--- config.mk ---
export PLATFORM = sky130hd
export DESIGN_NAME = sc_uart
export DESIGN_NICKNAME = d
export VERILOG_FILES = /design/src/sc_uart_pkg.sv /design/src/bit_tick_gen.sv /design/src/sc_uart.sv
export SDC_FILE = /design/constraint.sdc
export NUM_CORES = 1
export LEC_CHECK = 0
export ABC_AREA = 1
export BUFFER_PORTS_ARGS = -buffer_cell sky130_fd_sc_hd__clkbuf_2
export CAP_MARGIN = 20
export CORE_MARGIN = 2
export CORE_UTILIZATION = 50
export CTS_CLUSTER_DIAMETER = 40
export CTS_CLUSTER_SIZE = 14
export DETAILED_ROUTE_END_ITERATION = 12
export PLACE_DENSITY = 0.83
export SLEW_MARGIN = 25
export SYNTH_ARGS = -nofsm -noshare
export SYNTH_HDL_FRONTEND = slang
export SYNTH_SLANG_ARGS = --single-unit
--- constraint.sdc ---
create_clock -name pclk -period 2.06 [get_ports pclk]
set_input_delay 0.103 -clock pclk [delete_from_list [all_inputs] [get_ports pclk]]
set_output_delay 0.103 -clock pclk [all_outputs]
set_load 0.03 [all_outputs]
--- src/sc_uart_pkg.sv ---
// Constants and types shared by the smart-card serial channel.
package sc_uart_pkg;

  // ----------------------------------------------------------------
  // Register byte offsets
  // ----------------------------------------------------------------
  localparam logic [7:0] MODE_OFF = 8'h00;
  localparam logic [7:0] CTL0_OFF = 8'h04;
  localparam logic [7:0] CTL1_OFF = 8'h08;
  localparam logic [7:0] BRG_OFF = 8'h0c;
  localparam logic [7:0] TXB_OFF = 8'h10;
  localparam logic [7:0] RXB_OFF = 8'h14;

  // ----------------------------------------------------------------
  // Field positions
  // ----------------------------------------------------------------
  localparam int MODE_EXTCLK = 3;
  localparam int MODE_STOP2 = 4;
  localparam int MODE_EVEN = 5;
  localparam int MODE_PAREN = 6;
  localparam int MODE_POLREV = 7;
  localparam int C0_TXEPT = 3;
  localparam int C0_FLOWDIS = 4;
  localparam int C0_OPENDR = 5;
  localparam int C0_MSB = 7;
  localparam int C1_TE = 0;
  localparam int C1_TI = 1;
  localparam int C1_RE = 2;
  localparam int C1_RI = 3;
  localparam int C1_IRS = 4;
  localparam int C1_LOGINV = 6;
  localparam int C1_ESE = 7;
  localparam int RXB_OER = 12;
  localparam int RXB_FER = 13;
  localparam int RXB_PER = 14;
  localparam int RXB_SUM = 15;

  // ----------------------------------------------------------------
  // Values and reset values
  // ----------------------------------------------------------------
  localparam logic [2:0] MODE_ASYNC8 = 3'h5;
  localparam logic [7:0] MODE_RST = 8'h00;
  localparam logic [7:0] CTL0_RST = 8'h00;
  localparam logic [7:0] CTL1_RST = 8'h00;
  localparam logic [7:0] BRG_RST = 8'h00;
  localparam logic [7:0] CTL0_WMASK = 8'hb3;
  localparam logic [7:0] CTL1_WMASK = 8'hd5;

  // ----------------------------------------------------------------
  // Timing counts
  // ----------------------------------------------------------------
  localparam logic [3:0] PH_LAST = 4'hf;
  localparam logic [3:0] PH_HALF = 4'h7;
  localparam logic [3:0] DATA_BITS = 4'h8;
  localparam logic [4:0] PRE_DIV1_MAX = 5'h00;
  localparam logic [4:0] PRE_DIV2_MAX = 5'h01;
  localparam logic [4:0] PRE_DIV8_MAX = 5'h07;
  localparam logic [4:0] PRE_DIV32_MAX = 5'h1f;

  // ----------------------------------------------------------------
  // State machines
  // ----------------------------------------------------------------
  typedef enum logic [2:0] {
    TX_IDLE, TX_START, TX_DATA, TX_PAR, TX_STOP, TX_GUARD
  } tx_state_e;

  typedef enum logic [2:0] {
    RX_IDLE, RX_START, RX_DATA, RX_PAR, RX_STOP
  } rx_state_e;

endpackage

--- src/bit_tick_gen.sv ---
// Prescaler and bit-rate divider giving a tick at sixteen times bit rate.
`timescale 1ns/1ps
`default_nettype none
module bit_tick_gen (
  input wire logic pclk,
  input wire logic presetn,
  input wire logic [1:0] clk_sel,
  input wire logic [7:0] divisor,
  output logic tick
);
  import sc_uart_pkg::*;

  typedef struct packed {
    logic [4:0] pre_cnt;
    logic [7:0] div_cnt;
    logic tick;
  } tick_s;

  tick_s st_r;
  tick_s st_nxt;
  logic [4:0] pre_max;

  // ----------------------------------------------------------------
  // Divider
  // ----------------------------------------------------------------
  always_comb begin
    st_nxt = st_r;
    st_nxt.tick = 1'b0;
    // Internal source only; an external clock is never taken
    case (clk_sel)
      2'h0: pre_max = PRE_DIV1_MAX;
      2'h1: pre_max = PRE_DIV2_MAX;
      2'h2: pre_max = PRE_DIV8_MAX;
      default: pre_max = PRE_DIV32_MAX;
    endcase
    if (st_r.pre_cnt >= pre_max) begin
      st_nxt.pre_cnt = 5'h00;
      // Divide by n+1 here, by 16 in the channel
      if (st_r.div_cnt >= divisor) begin
        st_nxt.div_cnt = 8'h00;
        st_nxt.tick = 1'b1;
      end else begin
        st_nxt.div_cnt = st_r.div_cnt + 8'h01;
      end
    end else begin
      st_nxt.pre_cnt = st_r.pre_cnt + 5'h01;
    end
  end

  always_ff @(posedge pclk or negedge presetn) begin
    if (!presetn) begin
      st_r <= '0;
    end else begin
      st_r <= st_nxt;
    end
  end

  assign tick = st_r.tick;

endmodule
`default_nettype wire

--- src/sc_uart.sv ---
// Third serial channel in smart-card async mode with an APB register port.
//
// Implementation choices: the register addresses and register access over APB.
`timescale 1ns/1ps
`default_nettype none
module sc_uart (
  input wire logic pclk,
  input wire logic presetn,
  input wire logic psel,
  input wire logic penable,
  input wire logic pwrite,
  input wire logic [31:0] paddr,
  input wire logic [31:0] pwdata,
  output logic [31:0] prdata,
  output logic pready,
  output logic pslverr,
  input wire logic serial_in_pin,
  output logic serial_out_pin,
  output logic serial_out_oe,
  output logic tx_irq,
  output logic rx_irq,
  output logic collision_irq
);
  import sc_uart_pkg::*;

  typedef struct packed {
    logic [7:0] mode;
    logic [7:0] c0;
    logic [7:0] c1;
    logic [7:0] brg;
    logic [7:0] txbuf;
    logic ti;
    logic ri;
    logic txept;
    logic [7:0] rxbuf;
    logic oerr;
    logic ferr;
    logic perr;
    tx_state_e tx_st;
    logic [3:0] tx_ph;
    logic [3:0] tx_cnt;
    logic [7:0] tx_sh;
    logic tx_par;
    rx_state_e rx_st;
    logic [3:0] rx_ph;
    logic [3:0] rx_cnt;
    logic [7:0] rx_sh;
    logic rx_pbad;
    logic err_act;
    logic [3:0] err_ph;
    logic out_pin;
    logic out_oe;
    logic tx_irq;
    logic rx_irq;
    logic col_irq;
    logic [31:0] prdata;
    logic pready;
    logic pslverr;
  } chan_s;

  chan_s st_r;
  chan_s st_nxt;
  logic tick;
  logic async_on;
  logic inv;
  logic msb;
  logic par_en;
  logic even;
  logic in_lvl;
  logic level;
  logic landed;
  logic wr_ok;
  logic rd_ok;
  logic [7:0] a;

  bit_tick_gen u_tick (
    .pclk(pclk),
    .presetn(presetn),
    .clk_sel(st_r.c0[1:0]),
    .divisor(st_r.brg),
    .tick(tick)
  );

  // Parity bit that makes the chosen count of ones
  function automatic logic par_of(input logic [7:0] d, input logic ev);
    par_of = ev ? (^d) : ~(^d);
  endfunction

  always_comb begin
    st_nxt = st_r;
    st_nxt.tx_irq = 1'b0;
    st_nxt.rx_irq = 1'b0;
    st_nxt.col_irq = 1'b0;
    async_on = (st_r.mode[2:0] == MODE_ASYNC8);
    inv = st_r.c1[C1_LOGINV];
    msb = st_r.c0[C0_MSB];
    par_en = st_r.mode[MODE_PAREN];
    even = st_r.mode[MODE_EVEN];
    // Inverted pin sampled in the same polarity as driven
    in_lvl = serial_in_pin ^ st_r.mode[MODE_POLREV];
    landed = 1'b0;
    a = paddr[7:0];
    wr_ok = psel && penable && st_r.pready && pwrite;
    rd_ok = psel && penable && st_r.pready && !pwrite;

    // --------------------------------------------------------------
    // Transmitter
    // --------------------------------------------------------------
    case (st_r.tx_st)
      TX_IDLE: begin
        // Start only with enable set and data waiting
        if (async_on && st_r.c1[C1_TE] && !st_r.ti) begin
          st_nxt.tx_st = TX_START;
          st_nxt.tx_ph = 4'h0;
          st_nxt.tx_sh = st_r.txbuf;
          // Parity of the already-inverted buffer byte
          st_nxt.tx_par = par_of(st_r.txbuf, even);
          st_nxt.ti = 1'b1;
          st_nxt.txept = 1'b0;
          if (!st_r.c1[C1_IRS]) begin
            st_nxt.tx_irq = 1'b1;
          end
        end
      end
      default: begin
        if (tick) begin
          st_nxt.tx_ph = st_r.tx_ph + 4'h1;
          if (st_r.tx_st == TX_GUARD && st_r.tx_ph == PH_HALF) begin
            // Half a bit later when error signalling is on
            st_nxt.tx_st = TX_IDLE;
            st_nxt.txept = 1'b1;
            st_nxt.tx_irq = st_r.c1[C1_IRS];
          end else if (st_r.tx_ph == PH_LAST) begin
            st_nxt.tx_ph = 4'h0;
            case (st_r.tx_st)
              TX_START: begin
                st_nxt.tx_st = TX_DATA;
                st_nxt.tx_cnt = 4'h0;
              end
              TX_DATA: begin
                // Bit 0 first, or bit 7 first when MSB order
                st_nxt.tx_sh = msb ? {st_r.tx_sh[6:0], 1'b0}
                                   : {1'b0, st_r.tx_sh[7:1]};
                st_nxt.tx_cnt = st_r.tx_cnt + 4'h1;
                if (st_r.tx_cnt == DATA_BITS - 4'h1) begin
                  st_nxt.tx_st = par_en ? TX_PAR : TX_STOP;
                  st_nxt.tx_cnt = 4'h0;
                end
              end
              TX_PAR: begin
                st_nxt.tx_st = TX_STOP;
                st_nxt.tx_cnt = 4'h0;
              end
              TX_STOP: begin
                st_nxt.tx_cnt = st_r.tx_cnt + 4'h1;
                if (!st_r.mode[MODE_STOP2] || st_r.tx_cnt != 4'h0) begin
                  if (st_r.c1[C1_ESE]) begin
                    st_nxt.tx_st = TX_GUARD;
                  end else begin
                    // Raised once the last bit has left
                    st_nxt.tx_st = TX_IDLE;
                    st_nxt.txept = 1'b1;
                    st_nxt.tx_irq = st_r.c1[C1_IRS];
                  end
                end
              end
              default: st_nxt.tx_st = TX_IDLE;
            endcase
          end
        end
      end
    endcase

    // --------------------------------------------------------------
    // Receiver; no address-wakeup path, every frame lands
    // --------------------------------------------------------------
    case (st_r.rx_st)
      RX_IDLE: begin
        // Needs receive enable and a low start level
        if (async_on && st_r.c1[C1_RE] && !in_lvl) begin
          st_nxt.rx_st = RX_START;
          st_nxt.rx_ph = 4'h0;
        end
      end
      default: begin
        if (tick) begin
          st_nxt.rx_ph = st_r.rx_ph + 4'h1;
          if (st_r.rx_st == RX_START) begin
            if (st_r.rx_ph == PH_HALF) begin
              // A glitch shorter than half a bit is not a start
              st_nxt.rx_st = in_lvl ? RX_IDLE : RX_DATA;
              st_nxt.rx_ph = 4'h0;
              st_nxt.rx_cnt = 4'h0;
            end
          end else if (st_r.rx_ph == PH_LAST) begin
            st_nxt.rx_ph = 4'h0;
            case (st_r.rx_st)
              RX_DATA: begin
                st_nxt.rx_sh = msb ? {st_r.rx_sh[6:0], in_lvl}
                                   : {in_lvl, st_r.rx_sh[7:1]};
                st_nxt.rx_cnt = st_r.rx_cnt + 4'h1;
                st_nxt.rx_pbad = 1'b0;
                if (st_r.rx_cnt == DATA_BITS - 4'h1) begin
                  st_nxt.rx_st = par_en ? RX_PAR : RX_STOP;
                end
              end
              RX_PAR: begin
                st_nxt.rx_pbad = (in_lvl != par_of(st_r.rx_sh, even));
                st_nxt.rx_st = RX_STOP;
              end
              default: begin
                // Frame into the buffer, errors beside it
                st_nxt.rx_st = RX_IDLE;
                landed = 1'b1;
                st_nxt.rxbuf = st_r.rx_sh;
                st_nxt.ferr = !in_lvl;
                st_nxt.perr = st_r.rx_pbad;
                if (st_r.ri) begin
                  // Buffer overwritten, overrun flag set, ready flag left as it was
                  st_nxt.oerr = 1'b1;
                end else begin
                  // Flag and request on the buffer load
                  st_nxt.ri = 1'b1;
                  st_nxt.rx_irq = 1'b1;
                end
                if (st_r.rx_pbad && st_r.c1[C1_ESE]) begin
                  // One bit time of low level back to the card
                  st_nxt.err_act = 1'b1;
                  st_nxt.err_ph = 4'h0;
                end
              end
            endcase
          end
        end
      end
    endcase

    if (st_r.err_act && tick) begin
      st_nxt.err_ph = st_r.err_ph + 4'h1;
      if (st_r.err_ph == PH_LAST) begin
        st_nxt.err_act = 1'b0;
      end
    end

    // --------------------------------------------------------------
    // Line driver
    // --------------------------------------------------------------
    case (st_r.tx_st)
      TX_START: level = 1'b0;
      TX_DATA: level = msb ? st_r.tx_sh[7] : st_r.tx_sh[0];
      TX_PAR: level = st_r.tx_par;
      default: level = 1'b1;
    endcase
    if (st_r.err_act) begin
      level = 1'b0;
    end
    // Idle level is high (low when polarity reversed), released when open drain and high
    st_nxt.out_pin = level ^ st_r.mode[MODE_POLREV];
    st_nxt.out_oe = !st_r.c0[C0_OPENDR] || !st_nxt.out_pin;

    // Compare driven and seen level at mid bit
    if (tick && st_r.tx_st != TX_IDLE && st_r.tx_ph == PH_HALF &&
        st_r.out_pin != serial_in_pin) begin
      st_nxt.col_irq = 1'b1;
    end

    // --------------------------------------------------------------
    // APB slave, one wait state
    // --------------------------------------------------------------
    st_nxt.pready = psel && penable && !st_r.pready;
    st_nxt.pslverr = 1'b0;
    st_nxt.prdata = 32'h0000_0000;
    if (psel && penable && !st_r.pready) begin
      if (a == MODE_OFF) begin
        st_nxt.prdata[7:0] = st_r.mode;
      end else if (a == CTL0_OFF) begin
        st_nxt.prdata[7:0] = st_r.c0;
        st_nxt.prdata[C0_TXEPT] = st_r.txept;
      end else if (a == CTL1_OFF) begin
        st_nxt.prdata[7:0] = st_r.c1;
        st_nxt.prdata[C1_TI] = st_r.ti;
        st_nxt.prdata[C1_RI] = st_r.ri;
      end else if (a == BRG_OFF) begin
        st_nxt.prdata[7:0] = st_r.brg;
      end else if (a == RXB_OFF) begin
        // Read path inverts when data logic select is set
        st_nxt.prdata[7:0] = st_r.rxbuf ^ {8{inv}};
        st_nxt.prdata[RXB_OER] = st_r.oerr;
        st_nxt.prdata[RXB_FER] = st_r.ferr;
        st_nxt.prdata[RXB_PER] = st_r.perr;
        st_nxt.prdata[RXB_SUM] = st_r.oerr | st_r.ferr | st_r.perr;
      end else if (a != TXB_OFF || paddr[31:8] != 24'h000000) begin
        st_nxt.pslverr = 1'b1;
      end
      if (paddr[31:8] != 24'h000000) begin
        st_nxt.pslverr = 1'b1;
      end
    end
    if (wr_ok && !st_r.pslverr) begin
      if (a == MODE_OFF) begin
        st_nxt.mode = pwdata[7:0];
        // Dropping out of async mode aborts any frame
        if (pwdata[2:0] != MODE_ASYNC8) begin
          st_nxt.tx_st = TX_IDLE;
          st_nxt.rx_st = RX_IDLE;
          st_nxt.txept = 1'b1;
        end
        // Clock source is forced internal
        st_nxt.mode[MODE_EXTCLK] = 1'b0;
      end else if (a == CTL0_OFF) begin
        st_nxt.c0 = pwdata[7:0] & CTL0_WMASK;
      end else if (a == CTL1_OFF) begin
        st_nxt.c1 = pwdata[7:0] & CTL1_WMASK;
        // An overrun landing in the same cycle wins over the clear
        if (!pwdata[C1_RE] && !landed) begin
          st_nxt.oerr = 1'b0;
        end
      end else if (a == BRG_OFF) begin
        st_nxt.brg = pwdata[7:0];
      end else if (a == TXB_OFF) begin
        // Written data inverted on the way in when data logic select is set
        st_nxt.txbuf = pwdata[7:0] ^ {8{inv}};
        st_nxt.ti = 1'b0;
      end
    end
    // A frame landing in the same cycle keeps the flag set
    if (rd_ok && a == RXB_OFF && !st_r.pslverr && !landed) begin
      st_nxt.ri = 1'b0;
    end
  end

  always_ff @(posedge pclk or negedge presetn) begin
    if (!presetn) begin
      st_r <= '0;
      st_r.mode <= MODE_RST;
      st_r.c0 <= CTL0_RST;
      st_r.c1 <= CTL1_RST;
      st_r.brg <= BRG_RST;
      st_r.ti <= 1'b1;
      st_r.txept <= 1'b1;
      st_r.tx_st <= TX_IDLE;
      st_r.rx_st <= RX_IDLE;
      st_r.out_pin <= 1'b1;
      st_r.out_oe <= 1'b1;
    end else begin
      st_r <= st_nxt;
    end
  end

  assign prdata = st_r.prdata;
  assign pready = st_r.pready;
  assign pslverr = st_r.pslverr;
  assign serial_out_pin = st_r.out_pin;
  assign serial_out_oe = st_r.out_oe;
  assign tx_irq = st_r.tx_irq;
  assign rx_irq = st_r.rx_irq;
  assign collision_irq = st_r.col_irq;

endmodule
`default_nettype wire

==> flow_summary.ini <==
[pwr]
power_density_mw_per_mm2 = 727
p_leak_nw = 4.29
intPower_mw = 4.62
swShare_pct = 24.5
clock_power_share_pct = 49.8
pwr-share-comb_pct = 8.3
ir_drop_uv = 588
power.net_switching_mw = 1.50
total_power_mw = 6.12
power_frac_seq_pct = 41.9

[worst_setup_path]
start_kind = register
cp.arrival_ns = 2.22
crit_type = reg2reg
worstPathCellList = or2_2 -> ha_1 -> nand2_1 -> inv_1 -> nand4_1 -> nand3_1 -> buf_4 -> inv_1 -> nand2_1 -> o21ai_0
slowest_stage = dfrtp_1
cpPeakStageDelay_ns = 0.41
worstPathRequired_ns = 2.35
cp_max_fo = 15
cp-end-kind = register

[yosys]
syn_avg_cell_area_sq_um = 7.70
synth_area_sq_mm = 0.00741
seq_area_frac_synth_pct = 42.3
yosys.area_share.xor_xnor_pct = 2.48
synth_seq_cells = 125
synth-simple-area-share_pct = 28.1
synth_cell_types = 47
synth_compound_area_share_pct = 12.8
synth-edff-count = 0
ys_warn_count = 0
synthMuxAreaShare_pct = 0
ys_async_sr_fraction_pct = 100
ys.flop_type = dfrtp_1
synth_top_family_by_area = simple AND/OR/NAND/NOR gates
syn_inst = 963
yosys.area_share.adder_pct = 3.54

[routing]
num_vias = 6566
avgViaCountPerCell = 5.36
drtIter0Drc = 602
first_pass_iters = 6
post_drt_wl_per_cell_um = 14.4
antenna_left = 0
drc_errors = 0
drt-total-wl_um = 17700

[timing]
hold_slack_ns = 0.0277
tns_ns = 0
max_slew_margin_pct = 65.3
worstMarginPinSlew_ns = 0.521
fmax_mhz = 518
fin_crit_ns = 1.93
drv_slew = 0
finalWorstSetupSlack_ns = 0.131
period_share_pct = 93.6
hold_viol = 0
finalSetupViolations = 0
fin_skew_ns = 0.00922
rsz0062_at_grt = no

[die]
die_area_sq_mm = 0.0158
io-pin-count = 109
start_util_pct = 51.0
die_h_um = 126
die_x_um = 126
num_rows = 44
core_area_sq_mm = 0.0145

[run_status]
status = finished clean

[place]
hpwl_um = 13300
gp_congestion = 0.983
placedCellCount = 1191
dp_slack_ns = 0.161
dpl_cell_area_sq_mm = 0.00778
portBuffers = 64

[grt]
grt_max_degree = 58
gr-usage-met3_pct = 6.63
use_met1_pct = 31.2
grt-busiest-layer = met2
grt_antenna_before_repair = 0
grt_pass1_wl_um = 29600
met2_usage_pct = 35.5
grt-ovfl-total = 0
first_global_vias = 6228
grtUsageTotal_pct = 23.4

[final_layout]
fin_util_pct = 57.9
seqCellArea_sq_mm = 0.00313
multi_input_area_sq_mm = 0.00355
fillers = 1299
final_common_cell = nand2_1
antenna_cells = 0
stdcell_count = 1226
final_area_sq_mm = 0.00841
area_delta_synth_final_pct = 13.4
layout_common_cells = 232 x nand2_1, 121 x dfrtp_1, 106 x inv_1, 100 x nor2_1, 89 x o21ai_0
final_layout_size_suffix_gt1_share_pct = 15.5
nets = 1120

[clocking]
ctsResizeCount = 0
cts_sinks = 125
clock_path_buffers = 2
path_clk_slew_ns = 0.06
htreeDepth = 4
clock_latency_ns = 0.42
tritoncts = yes
cts_setup_buffers = 0
cts-root-buf = clkbuf_16
hold_buffers = 3
numCtsBuffers = 17

[min_path]
hold_class = in2reg

[run]
max_cap_violations = 0
state kept, by name, indices dropped and copies added, names as in the netlist:
register and flops:
serial_out_oe 1, inv 1, msb 1, st_r 88, prdata 12, pready 1, par_en 1, collision_irq 1
u_tick.tick 1, rx_irq 1, even 1, pslverr 1, u_tick.st_r 13, tx_irq 1, serial_out_pin 1
area by class of cell:
cell class | instances | area share, %
Inverter | 122 | 5.52
Clock inverter | 11 | 1.68
Timing Repair Buffer | 74 | 5.12
Multi-Input combinational cell | 689 | 42.2
Sequential cell | 125 | 37.3
Tap cell | 184 | 2.74
Clock buffer | 21 | 5.48
power by group through the flow:
stage                     registers [mW]  logic, mW  clock network, mW
after floorplan                     2.60      0.342                  0
after detailed placement            2.60      0.500                  0
final                               2.56      0.506               3.05
after CTS                           2.56      0.507               3.08
after global placement              2.60      0.484                  0
after global routing                2.57      0.578               3.19
cells in the mapped netlist, types with 5 or more instances:
library cell | n | share of area (%)
nand2_4 | 5 | 0.76
nand2_1 | 232 | 12
xor2_1 | 11 | 1.3
buf_4 | 33 | 3.3
inv_2 | 11 | 0.56
o21ai_1 | 14 | 0.95
o211ai_1 | 12 | 1.2
buf_2 | 7 | 0.47
a21oi_1 | 26 | 1.8
nor2_2 | 5 | 0.42
xnor2_1 | 10 | 1.2
nand2_2 | 7 | 0.59
nand4_1 | 12 | 1.0
dfrtp_1 | 121 | 41
nand3_1 | 71 | 4.8
o21ai_0 | 89 | 6.0
o21ai_2 | 11 | 1.3
nor2_8 | 5 | 1.4
ha_1 | 21 | 3.5
inv_1 | 106 | 5.4
nor3_1 | 6 | 0.41
nor2_1 | 100 | 5.1
worst max-delay path, delay by kind of cell, from the launching register on:
| kind | cells | cell delay, ns |
|---|---|---|
| fa+ha+maj | 1 | 0.29 |
| compound gates | 1 | 0.08 |
| simple gates | 5 | 0.62 |
| buf+inv | 3 | 0.40 |
| flops | 1 | 0.41 |
layer usage:
| layer | vias up | routed length [um] | share of wire, % |
|---|---|---|---|
| met5 | - | 0 | 0 |
| met4 | 0 | 655 | 3.7 |
| met3 | 60 | 1470 | 8.3 |
| met2 | 285 | 8000 | 45 |
| met1 | 3011 | 7550 | 43 |
| li1 | 3210 | - | - |
path summary, 6_finish.rpt:
path | from | cells after the start | slack [ns] | end
max | st_r[123] | 10 | 0.13 | u_tick.st_r[2]
min | pwdata[5] | 4 | 0.03 | st_r[103]
max reg2reg | st_r[123] | 10 | 0.13 | u_tick.st_r[2]
min reg2reg | st_r[80] | 1 | 0.48 | collision_irq
max in group asynchronous | presetn | 3 | 1.35 | serial_out_pin
min in group asynchronous | presetn | 2 | 0.11 | st_r[72]
cell families (layout without fill, tap and decap cells):
group,after synthesis,in the layout
buf+inv,168,228
flops,125,125
xor+xnor,21,21
other cells,1,20
simple gates,459,459
compound gates,168,168
fa+ha+maj,21,21
Note: power is estimated with default switching activity, not from simulation.
